### config.mk
export PLATFORM = sky130hd
export DESIGN_NAME = pt_timer_top
export DESIGN_NICKNAME = d
export VERILOG_FILES = /design/src/pt_pkg.sv /design/src/pt_postscaler.sv /design/src/pt_prescaler.sv /design/src/pt_timer_top.sv
export SDC_FILE = /design/constraint.sdc
export NUM_CORES = 1
export LEC_CHECK = 0
export ABC_AREA = 1
export BUFFER_PORTS_ARGS = -buffer_cell sky130_fd_sc_hd__buf_2
export CORE_ASPECT_RATIO = 2
export CORE_MARGIN = 3
export CORE_UTILIZATION = 45
export DETAILED_ROUTE_END_ITERATION = 8
export PLACE_DENSITY_LB_ADDON = 0.3
export RECOVER_POWER = 25
export REMOVE_ABC_BUFFERS = 1
export SETUP_SLACK_MARGIN = 0.5
export SYNTH_ARGS = -nofsm -noshare
export SYNTH_HDL_FRONTEND = slang
export SYNTH_HIERARCHICAL = 1
export SYNTH_SLANG_ARGS = --single-unit
### constraint.sdc
create_clock -name core_clk_i -period 2.88 [get_ports core_clk_i]
set_input_delay 0.144 -clock core_clk_i [delete_from_list [all_inputs] [get_ports core_clk_i]]
set_output_delay 0.144 -clock core_clk_i [all_outputs]
set_load 0.03 [all_outputs]
### src/pt_pkg.sv
// shared constants, field layouts and carrier types of the period timer
package pt_pkg;

  // ****************************************
  // register indices (byte address = 4 x index)
  // ****************************************
  localparam logic [7:0] IDX_INTCTL = 8'h0B;
  localparam logic [7:0] IDX_FLAGS = 8'h0C;
  localparam logic [7:0] IDX_COUNT = 8'h11;
  localparam logic [7:0] IDX_CTRL = 8'h12;
  localparam logic [7:0] IDX_ENABLES = 8'h8C;
  localparam logic [7:0] IDX_PERIOD = 8'h92;

  // ****************************************
  // reset values
  // ****************************************
  localparam logic [7:0] INTCTL_RST = 8'h00;
  localparam logic [7:0] COUNT_RST = 8'h00;
  localparam logic [7:0] PERIOD_RST = 8'hFF;
  localparam logic [6:0] CTRL_RST = 7'h00;
  localparam logic FLAG_RST = 1'b0;
  localparam logic ENABLE_RST = 1'b0;

  // ****************************************
  // field positions
  // ****************************************
  localparam int unsigned CTRL_W = 7;
  localparam int unsigned FLAG_MATCH_BIT = 1;
  localparam int unsigned EN_MATCH_BIT = 1;

  // ****************************************
  // input divider encodings and counter limits
  // ****************************************
  localparam logic [1:0] IDS_DIV1 = 2'h0;
  localparam logic [1:0] IDS_DIV4 = 2'h1;
  localparam logic [3:0] PRE_LIM_DIV1 = 4'h0;
  localparam logic [3:0] PRE_LIM_DIV4 = 4'h3;
  localparam logic [3:0] PRE_LIM_DIV16 = 4'hF;

  // ****************************************
  // bus answers
  // ****************************************
  localparam logic [1:0] RESP_OKAY = 2'h0;
  localparam logic [1:0] RESP_SLVERR = 2'h2;

  // ****************************************
  // carrier types
  // ****************************************
  typedef struct packed {
    logic [3:0] match_div_sel;
    logic counter_run;
    logic [1:0] input_div_sel;
  } pt_ctrl_t;

  typedef struct packed {
    logic [7:0] count;
    logic [7:0] period;
    logic match;
  } pt_tbase_t;

  // last prescaler count before a tick; upper select bit forces 1:16
  function automatic logic [3:0] pt_pre_limit(input logic [1:0] sel);
    if (sel[1]) begin
      return PRE_LIM_DIV16;
    end else if (sel == IDS_DIV4) begin
      return PRE_LIM_DIV4;
    end
    return PRE_LIM_DIV1;
  endfunction

endpackage

### src/pt_postscaler.sv
// match postscaler dividing period matches by 1 to 16
`timescale 1ns/1ps
module pt_postscaler
  import pt_pkg::*;
#(
  parameter int unsigned CNT_W = 4
) (
  input wire logic core_clk_i,
  input wire logic rst_n_i,
  input wire logic en_i,
  input wire logic clr_i,
  input wire logic match_i,
  input wire logic [CNT_W-1:0] sel_i,
  output logic event_o
);

  logic [CNT_W-1:0] cnt_q;

  assign event_o = en_i && !clr_i && match_i && (cnt_q >= sel_i);

  always_ff @(posedge core_clk_i) begin
    if (!rst_n_i) begin
      cnt_q <= '0;
    end else if (en_i) begin
      if (clr_i || (match_i && cnt_q >= sel_i)) begin
        cnt_q <= '0;
      end else if (match_i) begin
        cnt_q <= cnt_q + CNT_W'(1);
      end
    end
  end
endmodule // pt_postscaler

### src/pt_prescaler.sv
// input prescaler dividing the instruction clock by 1, 4 or 16
`timescale 1ns/1ps
module pt_prescaler
  import pt_pkg::*;
#(
  parameter int unsigned CNT_W = 4
) (
  input wire logic core_clk_i,
  input wire logic rst_n_i,
  input wire logic en_i,
  input wire logic clr_i,
  input wire logic run_i,
  input wire logic [1:0] sel_i,
  output logic tick_o
);

  logic [CNT_W-1:0] cnt_q;
  logic [CNT_W-1:0] limit;

  assign limit = CNT_W'(pt_pre_limit(sel_i));
  assign tick_o = en_i && run_i && !clr_i && (cnt_q >= limit);

  always_ff @(posedge core_clk_i) begin
    if (!rst_n_i) begin
      cnt_q <= '0;
    end else if (en_i) begin
      if (clr_i || (run_i && cnt_q >= limit)) begin
        cnt_q <= '0;
      end else if (run_i) begin
        cnt_q <= cnt_q + CNT_W'(1);
      end
    end
  end
endmodule // pt_prescaler

### src/pt_timer_top.sv
// period timer with scalers behind an axi4-lite register slave
`timescale 1ns/1ps

// Operation
// - 8-bit count register, read/write, cleared to zero by every reset.
// - count clock is instruction clock through prescaler 1, 4 or 16.
// - count increments per tick; on equal to limit next tick returns to zero.
// - 8-bit period limit register, read/write, reset to FFh.
// - matches counted by 4-bit postscaler giving one event per chosen count.
// - match divider select bits 6:3 give ratio of value plus one.
// - run bit 2 enables counting; clear stops the timer.
// - postscaler event sets flag bit 1; enable sits in enables bit 1.
// - scalers cleared by count write, control write and any reset.
// - control write keeps count value but clears scalers.
// - unscaled match pulse goes out to the serial port.
// - count and match are offered as the PWM time base.
// - both PWM units share this time base and its update event.
module pt_timer_top
  import pt_pkg::*;
#(
  parameter int unsigned ADDR_W = 12,
  parameter int unsigned POST_W = 4
) (
  input wire logic core_clk_i,
  input wire logic rst_n_i,
  input wire logic clk_en_i,
  input wire logic [ADDR_W-1:0] s_axi_awaddr_i,
  input wire logic s_axi_awvalid_i,
  output logic s_axi_awready_o,
  input wire logic [31:0] s_axi_wdata_i,
  input wire logic [3:0] s_axi_wstrb_i,
  input wire logic s_axi_wvalid_i,
  output logic s_axi_wready_o,
  output logic [1:0] s_axi_bresp_o,
  output logic s_axi_bvalid_o,
  input wire logic s_axi_bready_i,
  input wire logic [ADDR_W-1:0] s_axi_araddr_i,
  input wire logic s_axi_arvalid_i,
  output logic s_axi_arready_o,
  output logic [31:0] s_axi_rdata_o,
  output logic [1:0] s_axi_rresp_o,
  output logic s_axi_rvalid_o,
  input wire logic s_axi_rready_i,
  output logic ssp_shift_tick_o,
  output pt_tbase_t pwm_timebase_o,
  output logic period_event_o,
  output logic period_match_flag_o,
  output logic period_match_irq_enable_o
);

  // ****************************************
  // address decode helpers
  // ****************************************
  function automatic logic [7:0] reg_index(input logic [ADDR_W-1:0] addr);
    return addr[9:2];
  endfunction

  function automatic logic is_mapped(input logic [ADDR_W-1:0] addr);
    logic [7:0] idx;
    idx = addr[9:2];
    if (addr[ADDR_W-1:10] != '0) begin
      return 1'b0;
    end
    return idx == IDX_INTCTL || idx == IDX_FLAGS || idx == IDX_COUNT ||
           idx == IDX_CTRL || idx == IDX_ENABLES || idx == IDX_PERIOD;
  endfunction

  // ****************************************
  // state
  // ****************************************
  logic aw_have_q;
  logic w_have_q;
  logic [ADDR_W-1:0] aw_addr_q;
  logic [7:0] w_data_q;
  logic w_lane_q;
  logic bvalid_q;
  logic [1:0] bresp_q;
  logic rvalid_q;
  logic [31:0] rdata_q;
  logic [1:0] rresp_q;
  logic [7:0] intctl_q;
  logic [7:0] count_q;
  logic [7:0] period_q;
  pt_ctrl_t ctrl_q;
  logic flag_q;
  logic irq_en_q;
  logic match_q;
  logic event_q;

  logic wr_go;
  logic [7:0] wr_idx;
  logic wr_ok;
  logic wr_cnt;
  logic wr_ctrl;
  logic wr_per;
  logic wr_flags;
  logic wr_en_reg;
  logic wr_intctl;
  logic scaler_clr;
  logic pre_tick;
  logic match_now;
  logic post_event;
  logic rd_go;
  logic [7:0] rd_val;

  // ****************************************
  // axi4-lite write channels
  // ****************************************
  assign s_axi_awready_o = clk_en_i && !aw_have_q && !bvalid_q;
  assign s_axi_wready_o = clk_en_i && !w_have_q && !bvalid_q;
  assign wr_go = clk_en_i && aw_have_q && w_have_q && !bvalid_q;
  assign wr_idx = reg_index(aw_addr_q);
  assign wr_ok = wr_go && is_mapped(aw_addr_q) && w_lane_q;

  always_ff @(posedge core_clk_i) begin
    if (!rst_n_i) begin
      aw_have_q <= 1'b0;
      aw_addr_q <= '0;
    end else if (s_axi_awready_o && s_axi_awvalid_i) begin
      aw_have_q <= 1'b1;
      aw_addr_q <= s_axi_awaddr_i;
    end else if (wr_go) begin
      aw_have_q <= 1'b0;
    end
  end

  always_ff @(posedge core_clk_i) begin
    if (!rst_n_i) begin
      w_have_q <= 1'b0;
      w_data_q <= '0;
      w_lane_q <= 1'b0;
    end else if (s_axi_wready_o && s_axi_wvalid_i) begin
      w_have_q <= 1'b1;
      w_data_q <= s_axi_wdata_i[7:0];
      w_lane_q <= s_axi_wstrb_i[0];
    end else if (wr_go) begin
      w_have_q <= 1'b0;
    end
  end

  always_ff @(posedge core_clk_i) begin
    if (!rst_n_i) begin
      bvalid_q <= 1'b0;
      bresp_q <= RESP_OKAY;
    end else if (clk_en_i) begin
      if (wr_go) begin
        bvalid_q <= 1'b1;
        bresp_q <= is_mapped(aw_addr_q) ? RESP_OKAY : RESP_SLVERR;
      end else if (s_axi_bready_i) begin
        bvalid_q <= 1'b0;
      end
    end
  end

  assign s_axi_bvalid_o = bvalid_q;
  assign s_axi_bresp_o = bresp_q;

  // ****************************************
  // axi4-lite read channels
  // ****************************************
  assign s_axi_arready_o = clk_en_i && !rvalid_q;
  assign rd_go = s_axi_arready_o && s_axi_arvalid_i;

  always_comb begin
    rd_val = 8'h00;
    unique case (reg_index(s_axi_araddr_i))
      IDX_INTCTL: rd_val = intctl_q;
      IDX_FLAGS: rd_val = 8'(flag_q) << FLAG_MATCH_BIT;
      IDX_COUNT: rd_val = count_q;
      IDX_CTRL: rd_val = {1'b0, ctrl_q};
      IDX_ENABLES: rd_val = 8'(irq_en_q) << EN_MATCH_BIT;
      IDX_PERIOD: rd_val = period_q;
      default: rd_val = 8'h00;
    endcase
  end

  always_ff @(posedge core_clk_i) begin
    if (!rst_n_i) begin
      rvalid_q <= 1'b0;
      rdata_q <= '0;
      rresp_q <= RESP_OKAY;
    end else if (rd_go) begin
      rvalid_q <= 1'b1;
      rdata_q <= is_mapped(s_axi_araddr_i) ? {24'h000000, rd_val} : 32'h00000000;
      rresp_q <= is_mapped(s_axi_araddr_i) ? RESP_OKAY : RESP_SLVERR;
    end else if (clk_en_i && s_axi_rready_i) begin
      rvalid_q <= 1'b0;
    end
  end

  assign s_axi_rvalid_o = rvalid_q;
  assign s_axi_rdata_o = rdata_q;
  assign s_axi_rresp_o = rresp_q;

  // ****************************************
  // register write strobes
  // ****************************************
  assign wr_cnt = wr_ok && wr_idx == IDX_COUNT;
  assign wr_ctrl = wr_ok && wr_idx == IDX_CTRL;
  assign wr_per = wr_ok && wr_idx == IDX_PERIOD;
  assign wr_flags = wr_ok && wr_idx == IDX_FLAGS;
  assign wr_en_reg = wr_ok && wr_idx == IDX_ENABLES;
  assign wr_intctl = wr_ok && wr_idx == IDX_INTCTL;
  // scaler clear; control write leaves count
  assign scaler_clr = wr_cnt || wr_ctrl;

  always_ff @(posedge core_clk_i) begin
    if (!rst_n_i) begin
      intctl_q <= INTCTL_RST;
    end else if (clk_en_i && wr_intctl) begin
      intctl_q <= w_data_q;
    end
  end

  always_ff @(posedge core_clk_i) begin
    if (!rst_n_i) begin
      ctrl_q <= pt_ctrl_t'(CTRL_RST);
    end else if (clk_en_i && wr_ctrl) begin
      ctrl_q <= pt_ctrl_t'(w_data_q[CTRL_W-1:0]);
    end
  end

  always_ff @(posedge core_clk_i) begin
    if (!rst_n_i) begin
      period_q <= PERIOD_RST;
    end else if (clk_en_i && wr_per) begin
      period_q <= w_data_q;
    end
  end

  always_ff @(posedge core_clk_i) begin
    if (!rst_n_i) begin
      irq_en_q <= ENABLE_RST;
    end else if (clk_en_i && wr_en_reg) begin
      irq_en_q <= w_data_q[EN_MATCH_BIT];
    end
  end

  // ****************************************
  // scalers
  // ****************************************
  pt_prescaler #(
    .CNT_W(4)
  ) u_pre (
    .core_clk_i(core_clk_i),
    .rst_n_i(rst_n_i),
    .en_i(clk_en_i),
    .clr_i(scaler_clr),
    .run_i(ctrl_q.counter_run),
    .sel_i(ctrl_q.input_div_sel),
    .tick_o(pre_tick)
  );

  assign match_now = pre_tick && (count_q == period_q);

  pt_postscaler #(
    .CNT_W(POST_W)
  ) u_post (
    .core_clk_i(core_clk_i),
    .rst_n_i(rst_n_i),
    .en_i(clk_en_i),
    .clr_i(scaler_clr),
    .match_i(match_now),
    .sel_i(POST_W'(ctrl_q.match_div_sel)),
    .event_o(post_event)
  );

  // ****************************************
  // counter
  // ****************************************
  // count register, increment and wrap
  always_ff @(posedge core_clk_i) begin
    if (!rst_n_i) begin
      count_q <= COUNT_RST;
    end else if (clk_en_i) begin
      if (wr_cnt) begin
        count_q <= w_data_q;
      end else if (match_now) begin
        count_q <= COUNT_RST;
      end else if (pre_tick) begin
        count_q <= count_q + 8'h01;
      end
    end
  end

  always_ff @(posedge core_clk_i) begin
    if (!rst_n_i) begin
      flag_q <= FLAG_RST;
    end else if (clk_en_i) begin
      if (post_event) begin
        flag_q <= 1'b1;
      end else if (wr_flags) begin
        flag_q <= w_data_q[FLAG_MATCH_BIT];
      end
    end
  end

  always_ff @(posedge core_clk_i) begin
    if (!rst_n_i) begin
      match_q <= 1'b0;
      event_q <= 1'b0;
    end else if (clk_en_i) begin
      match_q <= match_now;
      event_q <= post_event;
    end
  end

  // ****************************************
  // outputs to partner units
  // ****************************************
  // unscaled match to serial port
  assign ssp_shift_tick_o = match_q;
  assign pwm_timebase_o = '{count: count_q, period: period_q, match: match_q};
  assign period_event_o = event_q;
  assign period_match_flag_o = flag_q;
  assign period_match_irq_enable_o = irq_en_q;
endmodule // pt_timer_top

==> results_dict.tcl <==
set metrics [dict create \
    setup_tns_ps 0 \
    finalSetupViolCount 0 \
    outcome "complete, no violations" \
    cts_tree "yes" \
    drv_slew 0 \
    start_util_pct 47.0 \
    dieArea_um2 10800 \
    crit_fanout 5 \
    grt_pass1_vias 3951 \
    diodes 0 \
    worst_pin_slew_ps 589 \
    regArea_um2 1530 \
    dieWidth_um 75.1 \
    placed_area_um2 4630 \
    nets 814 \
    grt_pass1_wl_mm 18.5 \
    cp-end-kind "register" \
    post_drt_wl_per_cell_um 14.3 \
    synth_area_leader_cell "dfxtp_1" \
    clk_path_buf_depth 2 \
    crit_start "aw_addr_q[4]" \
    synthSimpleGateAreaFrac_pct 34.3 \
    drt_iter0_markers 295 \
    ys_async_sr_fraction_pct 0 \
    vias 4283 \
    timing.fmax_mhz 427 \
    cp_data_required_time_ps 3110 \
    drive_above_1_share_pct 17.2 \
    synthMuxAreaShare_pct 0 \
    clk_pin_slew_worst_paths_ps 60 \
    ys.flop_type "dfxtp_1" \
    hp-class "in -> reg" \
    rsz0062_at_grt "true" \
    synth_area_leaders "dfxtp_1 (35%), nand2_1 (16%), nor2_1 (10%), inv_1 (7.1%), buf_4 (4.7%)" \
    dp_hpwl_mm 8.84 \
    path_cells "nor2_2, nand2_2, nor2_4, nor2_4, nand3_4, nand3_4, nor2_4, nor2_1, nand2_1, inv_2, inv_2, a21oi_2, nand4_1, nor2_1, buf_4, o21a_4, nand2_1, xor2_1, nor2_1" \
    synth-adder-area-share_pct 3.20 \
    synth_top_family_by_area "simple AND/OR/NAND/NOR gates" \
    p_per_area_nw_per_um2 462 \
    grt_max_degree 46 \
    grt_use_total_pct 22.5 \
    drt-total-wl_mm 12.0 \
    viasPerCell 5.09 \
    relSlewSlack_pct 60.6 \
    crit_type "reg -> reg" \
    critPathLaunchType "register" \
    grt-ovfl-total 0 \
    syn_avg_cell_area_um2 6.56 \
    core-area_um2 9140 \
    crit_arrival_ps 2570 \
    ant_nets 0 \
    postSynthCellCount 655 \
    period_needed_ps 2340 \
    cpMaxStageDelayCell "dfxtp_2" \
    multiInputGateArea_um2 2410 \
    ys_seq_area_share_pct 35.4 \
    clockRootBuffer "clkbuf_16" \
    crit_path_end "u_post/cnt_q[2]" \
    drc 0 \
    synth_compound_area_share_pct 10.7 \
    period_share_pct 81.4 \
    synth_top_area_share_pct 35.4 \
    io_buffers 72 \
    synthDistinctLibCells 40 \
    finalHoldViolations 0 \
    htreeDepth 3 \
    power_leakage_uw 0.00251 \
    syn_area_um2 4300 \
    die_h_um 144 \
    io_pins 130 \
    ys_warn_count 6 \
    clk_latency_ps 330 \
    drt_pass1_iterations 5 \
    cts.sinks 76 \
    synth_top_cells_by_count "nand2_1 (185), nor2_1 (116), inv_1 (81), dfxtp_1 (76), a21oi_1 (34)" \
    cap_viol_max_count 0 \
    antenna_found_initial 0 \
    final_core_utilization_pct 55.7 \
    max_stage_delay_ps 330 \
    synthXorXnorAreaFrac_pct 2.45 \
    fin_area_um2 5090 \
    clock_skew_ps 7.18 \
    peakVddDrop_uv 350 \
    cts_made_buffers 9 \
    r2r_setup_slack_ps 540 \
    area_growth_pct 18.5 \
    globalplace.congestion 0.909 \
    timing.rr.start "aw_addr_q[4]" \
    worst-r2r-cell-count 19 \
    r2r_end "u_post/cnt_q[2]" \
    ys_ff_latch 76 \
    fill_cells 866 \
    yosysMostFrequentCell "nand2_1" \
    rows 49 \
    synth-edff-count 0 \
]
kinds of logic (layout without fill, tap and decap cells):
family / after synthesis / count (layout)
AND/OR/NAND/NOR: 350 / 350
buffers and inverters: 127 / 186
AO/OA/AOI/OAI: 78 / 78
flip-flops: 76 / 76
XOR/XNOR: 12 / 12
adder cells (fa/ha/maj): 11 / 11
other: 1 / 26
flip-flops by register name, indices dropped and copies added (netlist names), 4 cells and up:
signal         cells
u_pre/cnt_q        4
ctrl_q             7
count_q            8
aw_addr_q         10
u_post/cnt_q       4
s_axi_rdata_o      8
period_q           8
intctl_q           8
w_data_q           8
through the flow:
stage / hold slack, ps / power, µW / instances / setup slack (ps)
finish: 62.2 / 2350 / 841 / 536
global route: 97.3 / 2450 / 841 / 333
CTS: 59.6 / 2350 / 835 / 492
detailed placement: 404 / 1320 / 815 / 326
global placement: 393 / 1310 / 815 / 372
floorplan: 228 / 1240 / 637 / 486
repair_timing:
action	in CTS	in global routing
setup endpoints to repair	6	15
resized for setup	10	37
hold buffers	0	0
pin swaps	5	15
buffers inserted	5	6
report_power, final:
part	switching (µW)	internal [µW]
registers	31.1	1080
clock network	431	600
logic	156	57.1
total	618	1730
final cells by class:
type	instances	share of cell area, %
Timing Repair Buffer	87	8.70
Tap cell	102	2.51
Clock inverter	4	0.516
Clock buffer	11	4.77
Multi-Input combinational cell	477	47.2
Inverter	84	6.19
Sequential cell	76	30.1
layout by cell type, fill, tap and decap left out, types with 3 or more instances in the layout:
cell       netlist  layout
nand3_4          1       4
buf_2            3      45
inv_1           81      77
clkbuf_16        0       9
nor2_2           2       5
nor2_1         116     103
clkbuf_1        11      28
ha_1            11      11
xor2_1          10      10
conb_1           1      26
o211ai_1         7       7
nand4_1          8       8
dfxtp_2          0       5
a21oi_1         34      33
nor2_4           1      11
o21ai_0         24      24
nand2_1        185     179
inv_2            2       6
dfxtp_1         76      70
buf_4           27      14
nor3_1           3       3
nand2_2          6      12
nand3_1         16      14
o2111ai_1        6       6
how the worst min path moves through the flow:
stage | from | endpoint | slack, ps | depth (start not counted)
6_report | s_axi_awaddr_i[2] | aw_addr_q[2] | 60 | 3
5_1_grt | s_axi_wdata_i[4] | w_data_q[4] | 100 | 3
4_1_cts | s_axi_awaddr_i[2] | aw_addr_q[2] | 60 | 3
3_5_place_dp | s_axi_awaddr_i[2] | aw_addr_q[2] | 400 | 3
3_3_place_gp | s_axi_awaddr_i[8] | aw_addr_q[8] | 390 | 3
2_1_floorplan | rst_n_i | period_q[0] | 230 | 1
critical path, delay by kind of cell (launching register included):
family / cells / cell delay (ps)
AOI/OAI and AO/OA: 2 / 270
xor gates and xnor gates: 1 / 140
buffers and inverters: 3 / 240
DFF: 1 / 330
and+or+nand+nor: 13 / 1240
routing by layer:
metal	part of all wire [%]	global-route usage, %	vias to the layer above
met5	0	0	-
met4	6.5	14.3	0
met3	4.7	3.27	48
met2	54	41.0	147
met1	35	22.8	1927
li1	-	-	2161
No activity file was read; power rests on OpenSTA's default activity.
